===== src/common/mbw_pkg.sv =====
// constants, encodings and timeout tables of the boot and runtime watchdog
package mbw_pkg;

	// ------------------------------------------------------------------
	// clock and timebase
	// ------------------------------------------------------------------
	localparam int unsigned CLK_HZ      = 200000000;        // system clock rate
	localparam int unsigned TICK_MS     = 1;                // timebase period in ms
	localparam int unsigned TICK_CYC    = CLK_HZ / 1000 * TICK_MS; // cycles per tick
	localparam int unsigned TICK_W      = 18;               // divider width
	localparam int unsigned MS_W        = 21;               // holds 30 min in ms

	// ------------------------------------------------------------------
	// register map (byte addresses)
	// ------------------------------------------------------------------
	localparam logic [7:0]  ADR_CTRL    = 8'h00;            // configuration
	localparam logic [7:0]  ADR_TMO     = 8'h04;            // stage timeout selects
	localparam logic [7:0]  ADR_KICK    = 8'h08;            // trigger and arm strobes
	localparam logic [7:0]  ADR_POST    = 8'h0C;            // self-test phase flags
	localparam logic [7:0]  ADR_STS     = 8'h10;            // sticky events, write 1 clears
	localparam logic [7:0]  ADR_MASK    = 8'h14;            // interrupt mask
	localparam logic [7:0]  ADR_STATE   = 8'h18;            // runtime state and time left

	// ------------------------------------------------------------------
	// field positions and reset values
	// ------------------------------------------------------------------
	localparam int unsigned CTRL_POST_LSB = 0;              // [2:0] boot timeout select
	localparam int unsigned CTRL_STOPUI   = 3;              // halt during user interaction
	localparam int unsigned CTRL_MODE_LSB = 4;              // [5:4] runtime mode
	localparam int unsigned CTRL_DLY_LSB  = 6;              // [8:6] start delay select
	localparam int unsigned CTRL_EV1_LSB  = 9;              // [10:9] stage 1 action
	localparam int unsigned CTRL_EV2_LSB  = 11;             // [12:11] stage 2 action
	localparam int unsigned CTRL_EV3_LSB  = 13;             // [14:13] stage 3 action
	localparam int unsigned CTRL_RESTART  = 15;             // os event asks for restart
	localparam logic [15:0] CTRL_RST      = 16'h0208;       // stop-ui set, stage 1 = os event
	localparam logic [11:0] TMO_RST       = 12'h000;        // all stages 1 s
	localparam int unsigned KICK_TRIG     = 0;              // software trigger
	localparam int unsigned KICK_ARM      = 1;              // start runtime watchdog
	localparam int unsigned POST_RUN      = 0;              // self-test running
	localparam int unsigned POST_UIWAIT   = 1;              // popup or password shown
	localparam int unsigned STS_W         = 4;              // post, stage 1..3

	// ------------------------------------------------------------------
	// encodings
	// ------------------------------------------------------------------
	typedef enum logic [1:0] { MODE_DIS = 2'h0, MODE_ONCE = 2'h1, MODE_SINGLE = 2'h2,
		MODE_REPEAT = 2'h3 } mbw_mode_e;
	// no interrupt-style action exists, only these four
	typedef enum logic [1:0] { ACT_NONE = 2'h0, ACT_OS = 2'h1, ACT_RST = 2'h2,
		ACT_PWR = 2'h3 } mbw_act_e;
	typedef enum logic [2:0] { RT_OFF = 3'b000, RT_DELAY = 3'b001, RT_STG1 = 3'b010,
		RT_STG2 = 3'b011, RT_STG3 = 3'b100 } mbw_rt_e;

	// ------------------------------------------------------------------
	// timeout tables in ms
	// ------------------------------------------------------------------
	function automatic logic [MS_W-1:0] post_ms(input logic [2:0] s);
		case (s)
			3'h1:    post_ms = 21'd30000;
			3'h2:    post_ms = 21'd60000;
			3'h3:    post_ms = 21'd120000;
			3'h4:    post_ms = 21'd300000;
			3'h5:    post_ms = 21'd600000;
			default: post_ms = 21'd1800000;
		endcase
	endfunction

	function automatic logic [MS_W-1:0] delay_ms(input logic [2:0] s);
		case (s)
			3'h1:    delay_ms = 21'd10000;
			3'h2:    delay_ms = 21'd30000;
			3'h3:    delay_ms = 21'd60000;
			3'h4:    delay_ms = 21'd120000;
			3'h5:    delay_ms = 21'd300000;
			3'h6:    delay_ms = 21'd600000;
			default: delay_ms = 21'd1800000;
		endcase
	endfunction

	function automatic logic [MS_W-1:0] stage_ms(input logic [3:0] s);
		case (s)
			4'h0:    stage_ms = 21'd1000;
			4'h1:    stage_ms = 21'd2000;
			4'h2:    stage_ms = 21'd5000;
			4'h3:    stage_ms = 21'd10000;
			4'h4:    stage_ms = 21'd30000;
			4'h5:    stage_ms = 21'd60000;
			4'h6:    stage_ms = 21'd120000;
			4'h7:    stage_ms = 21'd300000;
			4'h8:    stage_ms = 21'd600000;
			default: stage_ms = 21'd1800000;
		endcase
	endfunction

endpackage


===== src/common/mbw_cnt_if.sv =====
// control and status wires between the watchdog core and a countdown timer
`timescale 1ns/1ps
interface mbw_cnt_if;
	logic                      load;    // reload remaining time
	logic                      run;     // count on ticks
	logic [mbw_pkg::MS_W-1:0]  load_ms; // value to reload
	logic                      expired; // one-cycle pulse at zero
	logic [mbw_pkg::MS_W-1:0]  remain;  // ms left

	modport ctl (output load, output run, output load_ms, input expired, input remain);
	modport cnt (input load, input run, input load_ms, output expired, output remain);
endinterface


===== src/hw/mbw_cnt.sv =====
// millisecond countdown timer with reload, pause and expiry pulse
`timescale 1ns/1ps
module mbw_cnt (
	input  wire logic  clk,  // system clock
	input  wire logic  rst,  // synchronous reset, active high
	input  wire logic  tick, // one-cycle ms enable
	mbw_cnt_if.cnt     ci    // timer control
);

	logic [mbw_pkg::MS_W-1:0] remain_ff;  // ms left
	logic                     expired_ff; // expiry pulse

	// ------------------------------------------------------------------
	// countdown
	// ------------------------------------------------------------------
	// reload wins over counting; pausing just stops the decrement
	always_ff @(posedge clk)
	begin
		if (rst)
			remain_ff <= '0;
		else if (ci.load)
			remain_ff <= ci.load_ms;
		else if (ci.run && tick && remain_ff != '0)
			remain_ff <= remain_ff - 1'b1;
	end

	// pulse in the cycle after the last ms ran out
	always_ff @(posedge clk)
	begin
		if (rst)
			expired_ff <= 1'b0;
		else
			expired_ff <= !ci.load && ci.run && tick && remain_ff == 21'd1;
	end

	assign ci.remain  = remain_ff;
	assign ci.expired = expired_ff;

endmodule


===== src/hw/mbw_wdt.sv =====
// boot-time supervisor and three-stage runtime watchdog with wishbone registers
//
// The placing of the registers and the Wishbone slave port were left to the implementer.
`timescale 1ns/1ps
module mbw_wdt #(
	parameter int unsigned TICK_CYC = mbw_pkg::TICK_CYC // cycles per ms tick
) (
	input  wire logic        clk,          // 200 MHz system clock
	input  wire logic        rst,          // synchronous reset, active high
	input  wire logic        wb_cyc_i,     // wishbone cycle
	input  wire logic        wb_stb_i,     // wishbone strobe
	input  wire logic        wb_we_i,      // wishbone write enable
	input  wire logic [7:0]  wb_adr_i,     // wishbone byte address
	input  wire logic [3:0]  wb_sel_i,     // wishbone byte lanes
	input  wire logic [31:0] wb_dat_i,     // wishbone write data
	output logic      [31:0] wb_dat_o,     // wishbone read data
	output logic             wb_ack_o,     // wishbone acknowledge
	output logic             irq,          // level interrupt
	output logic             sys_rst_req,  // system reset request pulse
	output logic             pwr_btn_evt,  // power button event pulse
	output logic             os_evt,       // os notification event pulse
	output logic             os_evt_restart // os event kind: 1 restart, 0 shutdown
);
	// ------------------------------------------------------------------
	// declarations
	// ------------------------------------------------------------------
	localparam int unsigned   TICK_W_L = mbw_pkg::TICK_W; // divider width
	logic [TICK_W_L-1:0]      tick_cnt_ff;    // ms divider
	logic                     tick_ff;        // ms enable pulse
	logic                     ack_ff;         // bus acknowledge
	logic [31:0]              rdat_ff;        // bus read data
	logic [15:0]              ctrl_ff;        // configuration
	logic [11:0]              tmo_ff;         // stage timeout selects
	logic [1:0]               post_ff;        // self-test flags
	logic [mbw_pkg::STS_W-1:0] sts_ff;        // sticky events
	logic [mbw_pkg::STS_W-1:0] mask_ff;       // interrupt mask
	logic                     irq_ff;         // interrupt level
	logic                     srst_ff;        // reset request
	logic                     pwr_ff;         // power button request
	logic                     os_ff;          // os event request
	mbw_pkg::mbw_rt_e         rt_ff;          // runtime state
	mbw_pkg::mbw_rt_e         nxt_rt;         // next runtime state
	logic                     rt_load;        // reload runtime timer
	logic [mbw_pkg::MS_W-1:0] rt_load_ms;     // runtime reload value
	mbw_pkg::mbw_act_e        fire_act;       // action fired this cycle
	logic [mbw_pkg::STS_W-1:0] evt_set;       // events this cycle
	logic [31:0]              wmask;          // byte lane mask
	logic                     req;            // new bus request
	logic                     wr_go;          // write takes effect
	logic                     kick_trig;      // trigger strobe
	logic                     kick_arm;       // arm strobe
	logic                     post_hold;      // boot timer halted
	mbw_pkg::mbw_mode_e       mode;           // runtime mode field
	mbw_pkg::mbw_act_e        act1;           // stage 1 action
	mbw_pkg::mbw_act_e        act2;           // stage 2 action
	mbw_pkg::mbw_act_e        act3;           // stage 3 action
	mbw_cnt_if                rt_if ();       // runtime timer wires
	mbw_cnt_if                post_if ();     // boot timer wires
	// ------------------------------------------------------------------
	// field views
	// ------------------------------------------------------------------
	assign mode = mbw_pkg::mbw_mode_e'(ctrl_ff[mbw_pkg::CTRL_MODE_LSB +: 2]);
	// stage 1 cannot be disabled: a none code is taken as os event
	assign act1 = (ctrl_ff[mbw_pkg::CTRL_EV1_LSB +: 2] == 2'h0) ? mbw_pkg::ACT_OS :
		mbw_pkg::mbw_act_e'(ctrl_ff[mbw_pkg::CTRL_EV1_LSB +: 2]);
	assign act2 = mbw_pkg::mbw_act_e'(ctrl_ff[mbw_pkg::CTRL_EV2_LSB +: 2]);
	assign act3 = mbw_pkg::mbw_act_e'(ctrl_ff[mbw_pkg::CTRL_EV3_LSB +: 2]);
	// ------------------------------------------------------------------
	// ms timebase
	// ------------------------------------------------------------------
	// free-running divider, wraps once per ms
	always_ff @(posedge clk)
	begin
		if (rst || tick_cnt_ff == TICK_W_L'(TICK_CYC - 1))
			tick_cnt_ff <= '0;
		else
			tick_cnt_ff <= tick_cnt_ff + 1'b1;
	end
	// one enable pulse as the divider wraps
	always_ff @(posedge clk)
	begin
		if (rst)
			tick_ff <= 1'b0;
		else
			tick_ff <= tick_cnt_ff == TICK_W_L'(TICK_CYC - 1);
	end
	// ------------------------------------------------------------------
	// wishbone slave
	// ------------------------------------------------------------------
	// one byte-lane mask bit per data bit
	for (genvar b = 0; b < 4; b++)
	begin : g_lane
		assign wmask[b*8 +: 8] = {8{wb_sel_i[b]}};
	end
	assign req       = wb_cyc_i && wb_stb_i && !ack_ff;
	// writes land on the edge where the master sees ack
	assign wr_go     = wb_cyc_i && wb_stb_i && wb_we_i && ack_ff;
	assign kick_trig = wr_go && wb_adr_i == mbw_pkg::ADR_KICK &&
		wmask[mbw_pkg::KICK_TRIG] && wb_dat_i[mbw_pkg::KICK_TRIG];
	assign kick_arm  = wr_go && wb_adr_i == mbw_pkg::ADR_KICK &&
		wmask[mbw_pkg::KICK_ARM] && wb_dat_i[mbw_pkg::KICK_ARM];
	// ack one cycle after the request, dropped the cycle after
	always_ff @(posedge clk)
	begin
		if (rst)
			ack_ff <= 1'b0;
		else
			ack_ff <= req;
	end
	// read mux sampled with the request; unmapped reads return zero
	always_ff @(posedge clk)
	begin
		if (rst)
			rdat_ff <= '0;
		else if (req)
		begin
			if (wb_adr_i == mbw_pkg::ADR_CTRL)
				rdat_ff <= {16'h0000, ctrl_ff};
			else if (wb_adr_i == mbw_pkg::ADR_TMO)
				rdat_ff <= {20'h00000, tmo_ff};
			else if (wb_adr_i == mbw_pkg::ADR_POST)
				rdat_ff <= {30'h00000000, post_ff};
			else if (wb_adr_i == mbw_pkg::ADR_STS)
				rdat_ff <= {28'h0000000, sts_ff};
			else if (wb_adr_i == mbw_pkg::ADR_MASK)
				rdat_ff <= {28'h0000000, mask_ff};
			else if (wb_adr_i == mbw_pkg::ADR_STATE)
				rdat_ff <= {3'h0, rt_if.remain, 5'h00, rt_ff};
			else
				rdat_ff <= '0;
		end
	end
	// ------------------------------------------------------------------
	// configuration registers
	// ------------------------------------------------------------------
	// boot timeout, runtime mode, delay, actions and os event kind
	always_ff @(posedge clk)
	begin
		if (rst)
			ctrl_ff <= mbw_pkg::CTRL_RST;
		else if (wr_go && wb_adr_i == mbw_pkg::ADR_CTRL)
			ctrl_ff <= (ctrl_ff & ~wmask[15:0]) | (wb_dat_i[15:0] & wmask[15:0]);
	end
	// three independent stage timeout selects
	always_ff @(posedge clk)
	begin
		if (rst)
			tmo_ff <= mbw_pkg::TMO_RST;
		else if (wr_go && wb_adr_i == mbw_pkg::ADR_TMO)
			tmo_ff <= (tmo_ff & ~wmask[11:0]) | (wb_dat_i[11:0] & wmask[11:0]);
	end
	// self-test flags from firmware; running flag drops when boot timer fires
	always_ff @(posedge clk)
	begin
		if (rst)
			post_ff <= 2'h0;
		else if (post_if.expired)
			post_ff[mbw_pkg::POST_RUN] <= 1'b0;
		else if (wr_go && wb_adr_i == mbw_pkg::ADR_POST)
			post_ff <= (post_ff & ~wmask[1:0]) | (wb_dat_i[1:0] & wmask[1:0]);
	end
	// interrupt mask
	always_ff @(posedge clk)
	begin
		if (rst)
			mask_ff <= '0;
		else if (wr_go && wb_adr_i == mbw_pkg::ADR_MASK)
			mask_ff <= (mask_ff & ~wmask[3:0]) | (wb_dat_i[3:0] & wmask[3:0]);
	end
	// ------------------------------------------------------------------
	// boot-time watchdog
	// ------------------------------------------------------------------
	// halted while a boot prompt or password wait is flagged
	assign post_hold = ctrl_ff[mbw_pkg::CTRL_STOPUI] && post_ff[mbw_pkg::POST_UIWAIT];
	// reloads outside self-test, counts only during it and when enabled
	assign post_if.load    = !post_ff[mbw_pkg::POST_RUN];
	assign post_if.run     = post_ff[mbw_pkg::POST_RUN] &&
		ctrl_ff[mbw_pkg::CTRL_POST_LSB +: 3] != 3'h0 && !post_hold;
	assign post_if.load_ms = mbw_pkg::post_ms(ctrl_ff[mbw_pkg::CTRL_POST_LSB +: 3]);
	mbw_cnt u_post_cnt (
		.clk  (clk),
		.rst  (rst),
		.tick (tick_ff),
		.ci   (post_if)
	);
	// ------------------------------------------------------------------
	// runtime watchdog state machine
	// ------------------------------------------------------------------
	// trigger beats a same-cycle expiry; stages follow one after another
	always_comb
	begin
		nxt_rt     = rt_ff;
		rt_load    = 1'b0;
		rt_load_ms = mbw_pkg::stage_ms(tmo_ff[3:0]);
		fire_act   = mbw_pkg::ACT_NONE;
		evt_set    = '0;
		case (rt_ff)
			mbw_pkg::RT_OFF:
			begin
				// firmware arms just before the os boots
				if (kick_arm && mode != mbw_pkg::MODE_DIS)
				begin
					rt_load = 1'b1;
					if (ctrl_ff[mbw_pkg::CTRL_DLY_LSB +: 3] != 3'h0)
					begin
						nxt_rt     = mbw_pkg::RT_DELAY;
						rt_load_ms = mbw_pkg::delay_ms(ctrl_ff[mbw_pkg::CTRL_DLY_LSB +: 3]);
					end
					else
						nxt_rt = mbw_pkg::RT_STG1;
				end
			end
			mbw_pkg::RT_DELAY:
			begin
				// triggers are ignored until the delay has passed
				if (rt_if.expired)
				begin
					nxt_rt  = mbw_pkg::RT_STG1;
					rt_load = 1'b1;
				end
			end
			mbw_pkg::RT_STG1, mbw_pkg::RT_STG2, mbw_pkg::RT_STG3:
			begin
				if (kick_trig && mode == mbw_pkg::MODE_ONCE)
					nxt_rt = mbw_pkg::RT_OFF;
				else if (kick_trig)
				begin
					nxt_rt  = mbw_pkg::RT_STG1;
					rt_load = 1'b1;
				end
				else if (rt_if.expired && rt_ff == mbw_pkg::RT_STG1)
				begin
					fire_act   = act1;
					evt_set[1] = 1'b1;
					rt_load    = 1'b1;
					if (act2 != mbw_pkg::ACT_NONE)
					begin
						nxt_rt     = mbw_pkg::RT_STG2;
						rt_load_ms = mbw_pkg::stage_ms(tmo_ff[7:4]);
					end
					else if (mode == mbw_pkg::MODE_REPEAT)
						nxt_rt = mbw_pkg::RT_STG1;
					else
						nxt_rt = mbw_pkg::RT_OFF;
				end
				else if (rt_if.expired && rt_ff == mbw_pkg::RT_STG2)
				begin
					fire_act   = act2;
					evt_set[2] = 1'b1;
					rt_load    = 1'b1;
					rt_load_ms = mbw_pkg::stage_ms(tmo_ff[7:4]);
					if (act3 != mbw_pkg::ACT_NONE)
					begin
						nxt_rt     = mbw_pkg::RT_STG3;
						rt_load_ms = mbw_pkg::stage_ms(tmo_ff[11:8]);
					end
					else if (mode == mbw_pkg::MODE_REPEAT)
						nxt_rt = mbw_pkg::RT_STG2;
					else
						nxt_rt = mbw_pkg::RT_OFF;
				end
				else if (rt_if.expired)
				begin
					fire_act   = act3;
					evt_set[3] = 1'b1;
					rt_load    = 1'b1;
					rt_load_ms = mbw_pkg::stage_ms(tmo_ff[11:8]);
					if (mode == mbw_pkg::MODE_REPEAT)
						nxt_rt = mbw_pkg::RT_STG3;
					else
						nxt_rt = mbw_pkg::RT_OFF;
				end
			end
			default:
				nxt_rt = mbw_pkg::RT_OFF;
		endcase
		// clearing the mode stops a running watchdog at once
		if (mode == mbw_pkg::MODE_DIS)
			nxt_rt = mbw_pkg::RT_OFF;
		evt_set[0] = post_if.expired;
	end
	// runtime state register
	always_ff @(posedge clk)
	begin
		if (rst)
			rt_ff <= mbw_pkg::RT_OFF;
		else
			rt_ff <= nxt_rt;
	end
	assign rt_if.load    = rt_load;
	assign rt_if.load_ms = rt_load_ms;
	assign rt_if.run     = rt_ff != mbw_pkg::RT_OFF;
	mbw_cnt u_rt_cnt (
		.clk  (clk),
		.rst  (rst),
		.tick (tick_ff),
		.ci   (rt_if)
	);
	// ------------------------------------------------------------------
	// actions
	// ------------------------------------------------------------------
	// one-cycle requests; only os, reset and power button exist
	always_ff @(posedge clk)
	begin
		if (rst)
		begin
			srst_ff <= 1'b0;
			pwr_ff  <= 1'b0;
			os_ff   <= 1'b0;
		end
		else
		begin
			srst_ff <= post_if.expired || fire_act == mbw_pkg::ACT_RST;
			pwr_ff  <= fire_act == mbw_pkg::ACT_PWR;
			os_ff   <= fire_act == mbw_pkg::ACT_OS;
		end
	end
	// ------------------------------------------------------------------
	// status and interrupt
	// ------------------------------------------------------------------
	// set wins over a same-cycle write-one clear
	always_ff @(posedge clk)
	begin
		if (rst)
			sts_ff <= '0;
		else if (wr_go && wb_adr_i == mbw_pkg::ADR_STS)
			sts_ff <= (sts_ff & ~(wb_dat_i[3:0] & wmask[3:0])) | evt_set;
		else
			sts_ff <= sts_ff | evt_set;
	end
	// level interrupt while an unmasked event is pending
	always_ff @(posedge clk)
	begin
		if (rst)
			irq_ff <= 1'b0;
		else
			irq_ff <= |(sts_ff & mask_ff);
	end
	// ------------------------------------------------------------------
	// outputs
	// ------------------------------------------------------------------
	assign wb_ack_o       = ack_ff;
	assign wb_dat_o       = rdat_ff;
	assign irq            = irq_ff;
	assign sys_rst_req    = srst_ff;
	assign pwr_btn_evt    = pwr_ff;
	assign os_evt         = os_ff;
	assign os_evt_restart = ctrl_ff[mbw_pkg::CTRL_RESTART];
endmodule


===== config.mk =====
export PLATFORM = sky130hd
export DESIGN_NAME = mbw_wdt
export DESIGN_NICKNAME = d
export VERILOG_FILES = /design/src/common/mbw_pkg.sv /design/src/common/mbw_cnt_if.sv /design/src/hw/mbw_cnt.sv /design/src/hw/mbw_wdt.sv
export SDC_FILE = /design/constraint.sdc
export NUM_CORES = 1
export LEC_CHECK = 0
export ABC_AREA = 1
export BUFFER_PORTS_ARGS = -buffer_cell sky130_fd_sc_hd__buf_2
export CORE_MARGIN = 8
export CORE_UTILIZATION = 60
export CTS_CLUSTER_SIZE = 12
export DETAILED_ROUTE_END_ITERATION = 6
export PLACE_DENSITY_LB_ADDON = 0.05
export SLEW_MARGIN = 5
export SYNTH_ARGS = -nofsm -noshare
export SYNTH_HDL_FRONTEND = slang
export SYNTH_HIERARCHICAL = 1
export SYNTH_SLANG_ARGS = --single-unit

===== constraint.sdc =====
create_clock -name clk -period 4.27 [get_ports clk]
set_input_delay 0.854 -clock clk [delete_from_list [all_inputs] [get_ports clk]]
set_output_delay 0.854 -clock clk [all_outputs]
set_load 0.01 [all_outputs]

==> flow_summary.ini <==
[run_status]
status = completed

[yosys]
synth_async_sr_flop_share_pct = 0
predominant_post_synthesis_flop_cell = sky130_fd_sc_hd__dfxtp_1
synth_enable_flop_cells = 0
synth.yosys.seq_area_share_pct = 34.26
syn_area_per_cell_um2 = 6.573
synthesis.instances = 1680
netlist-cell-type-count = 52
yosysTopAreaCell = sky130_fd_sc_hd__dfxtp_1
yosys_warnings = 6
synthTopCellsByArea = sky130_fd_sc_hd__dfxtp_1, sky130_fd_sc_hd__nand2_1, sky130_fd_sc_hd__nand3_1
synth_top_cell_area_share_pct = 34.26
yosys_register_bits = 189
mappedNetlistArea_mm2 = 0.01104

[detailed_routing]
post_drt_via_cell_ratio = 5.670
detailedRoute.firstPassIterationCount = 6
avgRoutedWirePerCell_um = 16.69
postRouteAntennaNets = 0
drt_drc_violations_left = 0
totalWireLength_um = 32820
first_iteration_detailed_routing_drc_count = 1090
dr_total_vias = 11150

[die]
dieArea_mm2 = 0.02300
rows = 49
die_w_um = 151.7
dieHeight_um = 151.7
top_level_ports = 87
initial_core_utilization_pct = 61.27
floorplan.core_area_mm2 = 0.01802

[place]
routabilityCongestion = 0.9638
place.port_buffers = 65
dpl.hpwl_um = 24690

[timing]
setup_viol_count_final = 0
worst-slew-pin-transition_ns = 0.9857
slew_headroom_pct = 34.22
timing.final.hold_violations = 0
final.setup.tns_ns = 0
timing.final.crit_share_pct = 73.13
timing_max_transition_violations_final = 0
finalCriticalPeriod_ns = 3.123
timing.clock.skew_ns = 0.01705
rsz_0062_raised_after_global_routing = false
fmax_ghz = 0.3202
hold_ws_ns = 0.4464

[worst_setup_path]
crit_path_max_incr_delay_ns = 0.57
worst_setup_path_startpoint = rt_ff[0]
critical_path.most_common_cell = sky130_fd_sc_hd__nor2_1
worstSetupStartpointType = register
cp.arrival_ns = 3.50
cpMaxStageDelayCell = sky130_fd_sc_hd__o21ai_2
crit_path_cell_trace = nor2_1 > o21ai_2 > inv_1 > nand3_1 > nand3b_1 > inv_1 > nand3_1 > a21oi_1 > nor2_1 > nor2_1
peak_fanout_along_the_critical_path = 21
timing_worst_setup_path_type = register to register
end_kind = register
timing.critical_path.required_ns = 4.65
r2r-start = rt_ff[0]

[global_route]
grt_antenna_before_repair = 0
globalRouteOverflowTotal = 0
largest_net_degree_at_the_start_of_global_routing = 63
first_global_vias = 10110
grt_first_pass_wirelength_um = 52750
grt_use_total_pct = 28.84

[clock_tree]
tritoncts = yes
htreeDepth = 4
post-cts-setup-buffers = 0
path_clk_slew_ns = 0.08
cts_buffers = 17
cts.repair.resized = 0
clkLatencyLatePin_ns = 0.45
numClockSinks = 189
postCtsHoldBufs = 0
ctsRootBufferMaster = sky130_fd_sc_hd__clkbuf_16
clockBufferDepth = 2

[final_layout]
mostFrequentLayoutCell = sky130_fd_sc_hd__nand2_1
fin_nets = 1799
insertedDiodeCount = 0
drive_gt1_share_pct = 11.51
final_cell_mix = sky130_fd_sc_hd__nand2_1, sky130_fd_sc_hd__dfxtp_1, sky130_fd_sc_hd__nor2_1, sky130_fd_sc_hd__inv_1, sky130_fd_sc_hd__nand3_1
layout-area-overhead-vs-synth_pct = 9.495

[flow_run]
max-cap-violations = 0

[hold_path]
worst_min_path_class = register to register
hold_path.startpoint = tick_cnt_ff[0]

[power_and_ir_drop]
ir_worst_vdd_mv = 0.3528
total_power_draw_w = 0.003666
leakage_dissipation_nw = 5.781
cellPowerDensity_mw_per_mm2 = 303.2
## final cells by class
type                       count  area (um^2)
tap                          229        286.5
clock inverter                15        224.0
sequential                   189         3784
clock buffer                  17        425.4
inverter                     189        713.2
fill                        1701         5933
multi-input combinational   1252         6251
timing repair buffer          76        407.9
## synthesized netlist by cell type, drive strengths merged, types with 2 or more instances
library cell / number
nand2: 460
nor2: 205
dfxtp: 189
inv: 188
nand3: 169
a21oi: 134
o21ai: 96
nor3: 43
buf: 29
clkbuf: 28
nand4: 27
ha: 25
o211ai: 22
xor2: 15
o22ai: 10
or2: 10
nand3b: 5
a31oi: 4
nor4: 3
xnor2: 3
a41oi: 2
dlygate4sd1: 2
nor3b: 2
o2111ai: 2
## where the power goes
part	internal (W)	switching [W]
logic	0.0000486	0.000106
registers	0.00178	0.0000156
clock network	0.000910	0.000806
total	0.00274	0.000928
## worst max-delay path, delay by kind of cell, from the launching register on
kind                   cells  cell delay (ns)
flip-flops                 1             0.47
buffers and inverters      2             0.79
AO/OA/AOI/OAI              2             0.80
AND/OR/NAND/NOR            6             0.99
## path summary, 6_finish.rpt
| path | depth (start not counted) | to | slack, ns |
|---|---|---|---|
| setup reg to reg | 10 | u_rt_cnt/ci.remain[13] | 1.15 |
| hold reg to reg | 1 | tick_cnt_ff[0] | 0.45 |
| setup / recovery | 10 | u_rt_cnt/ci.remain[13] | 1.15 |
| hold / removal | 1 | tick_cnt_ff[0] | 0.45 |
## per-layer routing
layer	part of all wire, %	GRT usage, %
met5	0	0
met3	7.0	4.188
met1	43	37.51
met4	4.1	12.44
met2	46	46.84
## logic make-up after synthesis
| family | count (synthesis) | synth area share [%] |
|---|---|---|
| muxes | 1 | 0.09064 |
| adders and majority gates | 25 | 2.833 |
| and+or+nand+nor | 924 | 38.16 |
| other | 1 | 0.03396 |
| DFF | 189 | 34.26 |
| AOI/OAI and AO/OA | 274 | 13.75 |
| buffers and inverters | 248 | 9.438 |
| xor gates and xnor gates | 18 | 1.428 |
## stage by stage
step | util [%] | setup slack, ns | area [um^2] | std cells
CTS | 67.08 | 1.293 | 12090 | 1967
detailed placement | 63.48 | 0.8809 | 11440 | 1935
finish | 67.08 | 1.147 | 12090 | 1967
global placement | 63.48 | 0.8732 | 11440 | 1935
global route | 67.08 | 0.9304 | 12090 | 1967
floorplan | - | 1.415 | 11080 | 1689
Note: power is estimated with default switching activity, not from simulation.
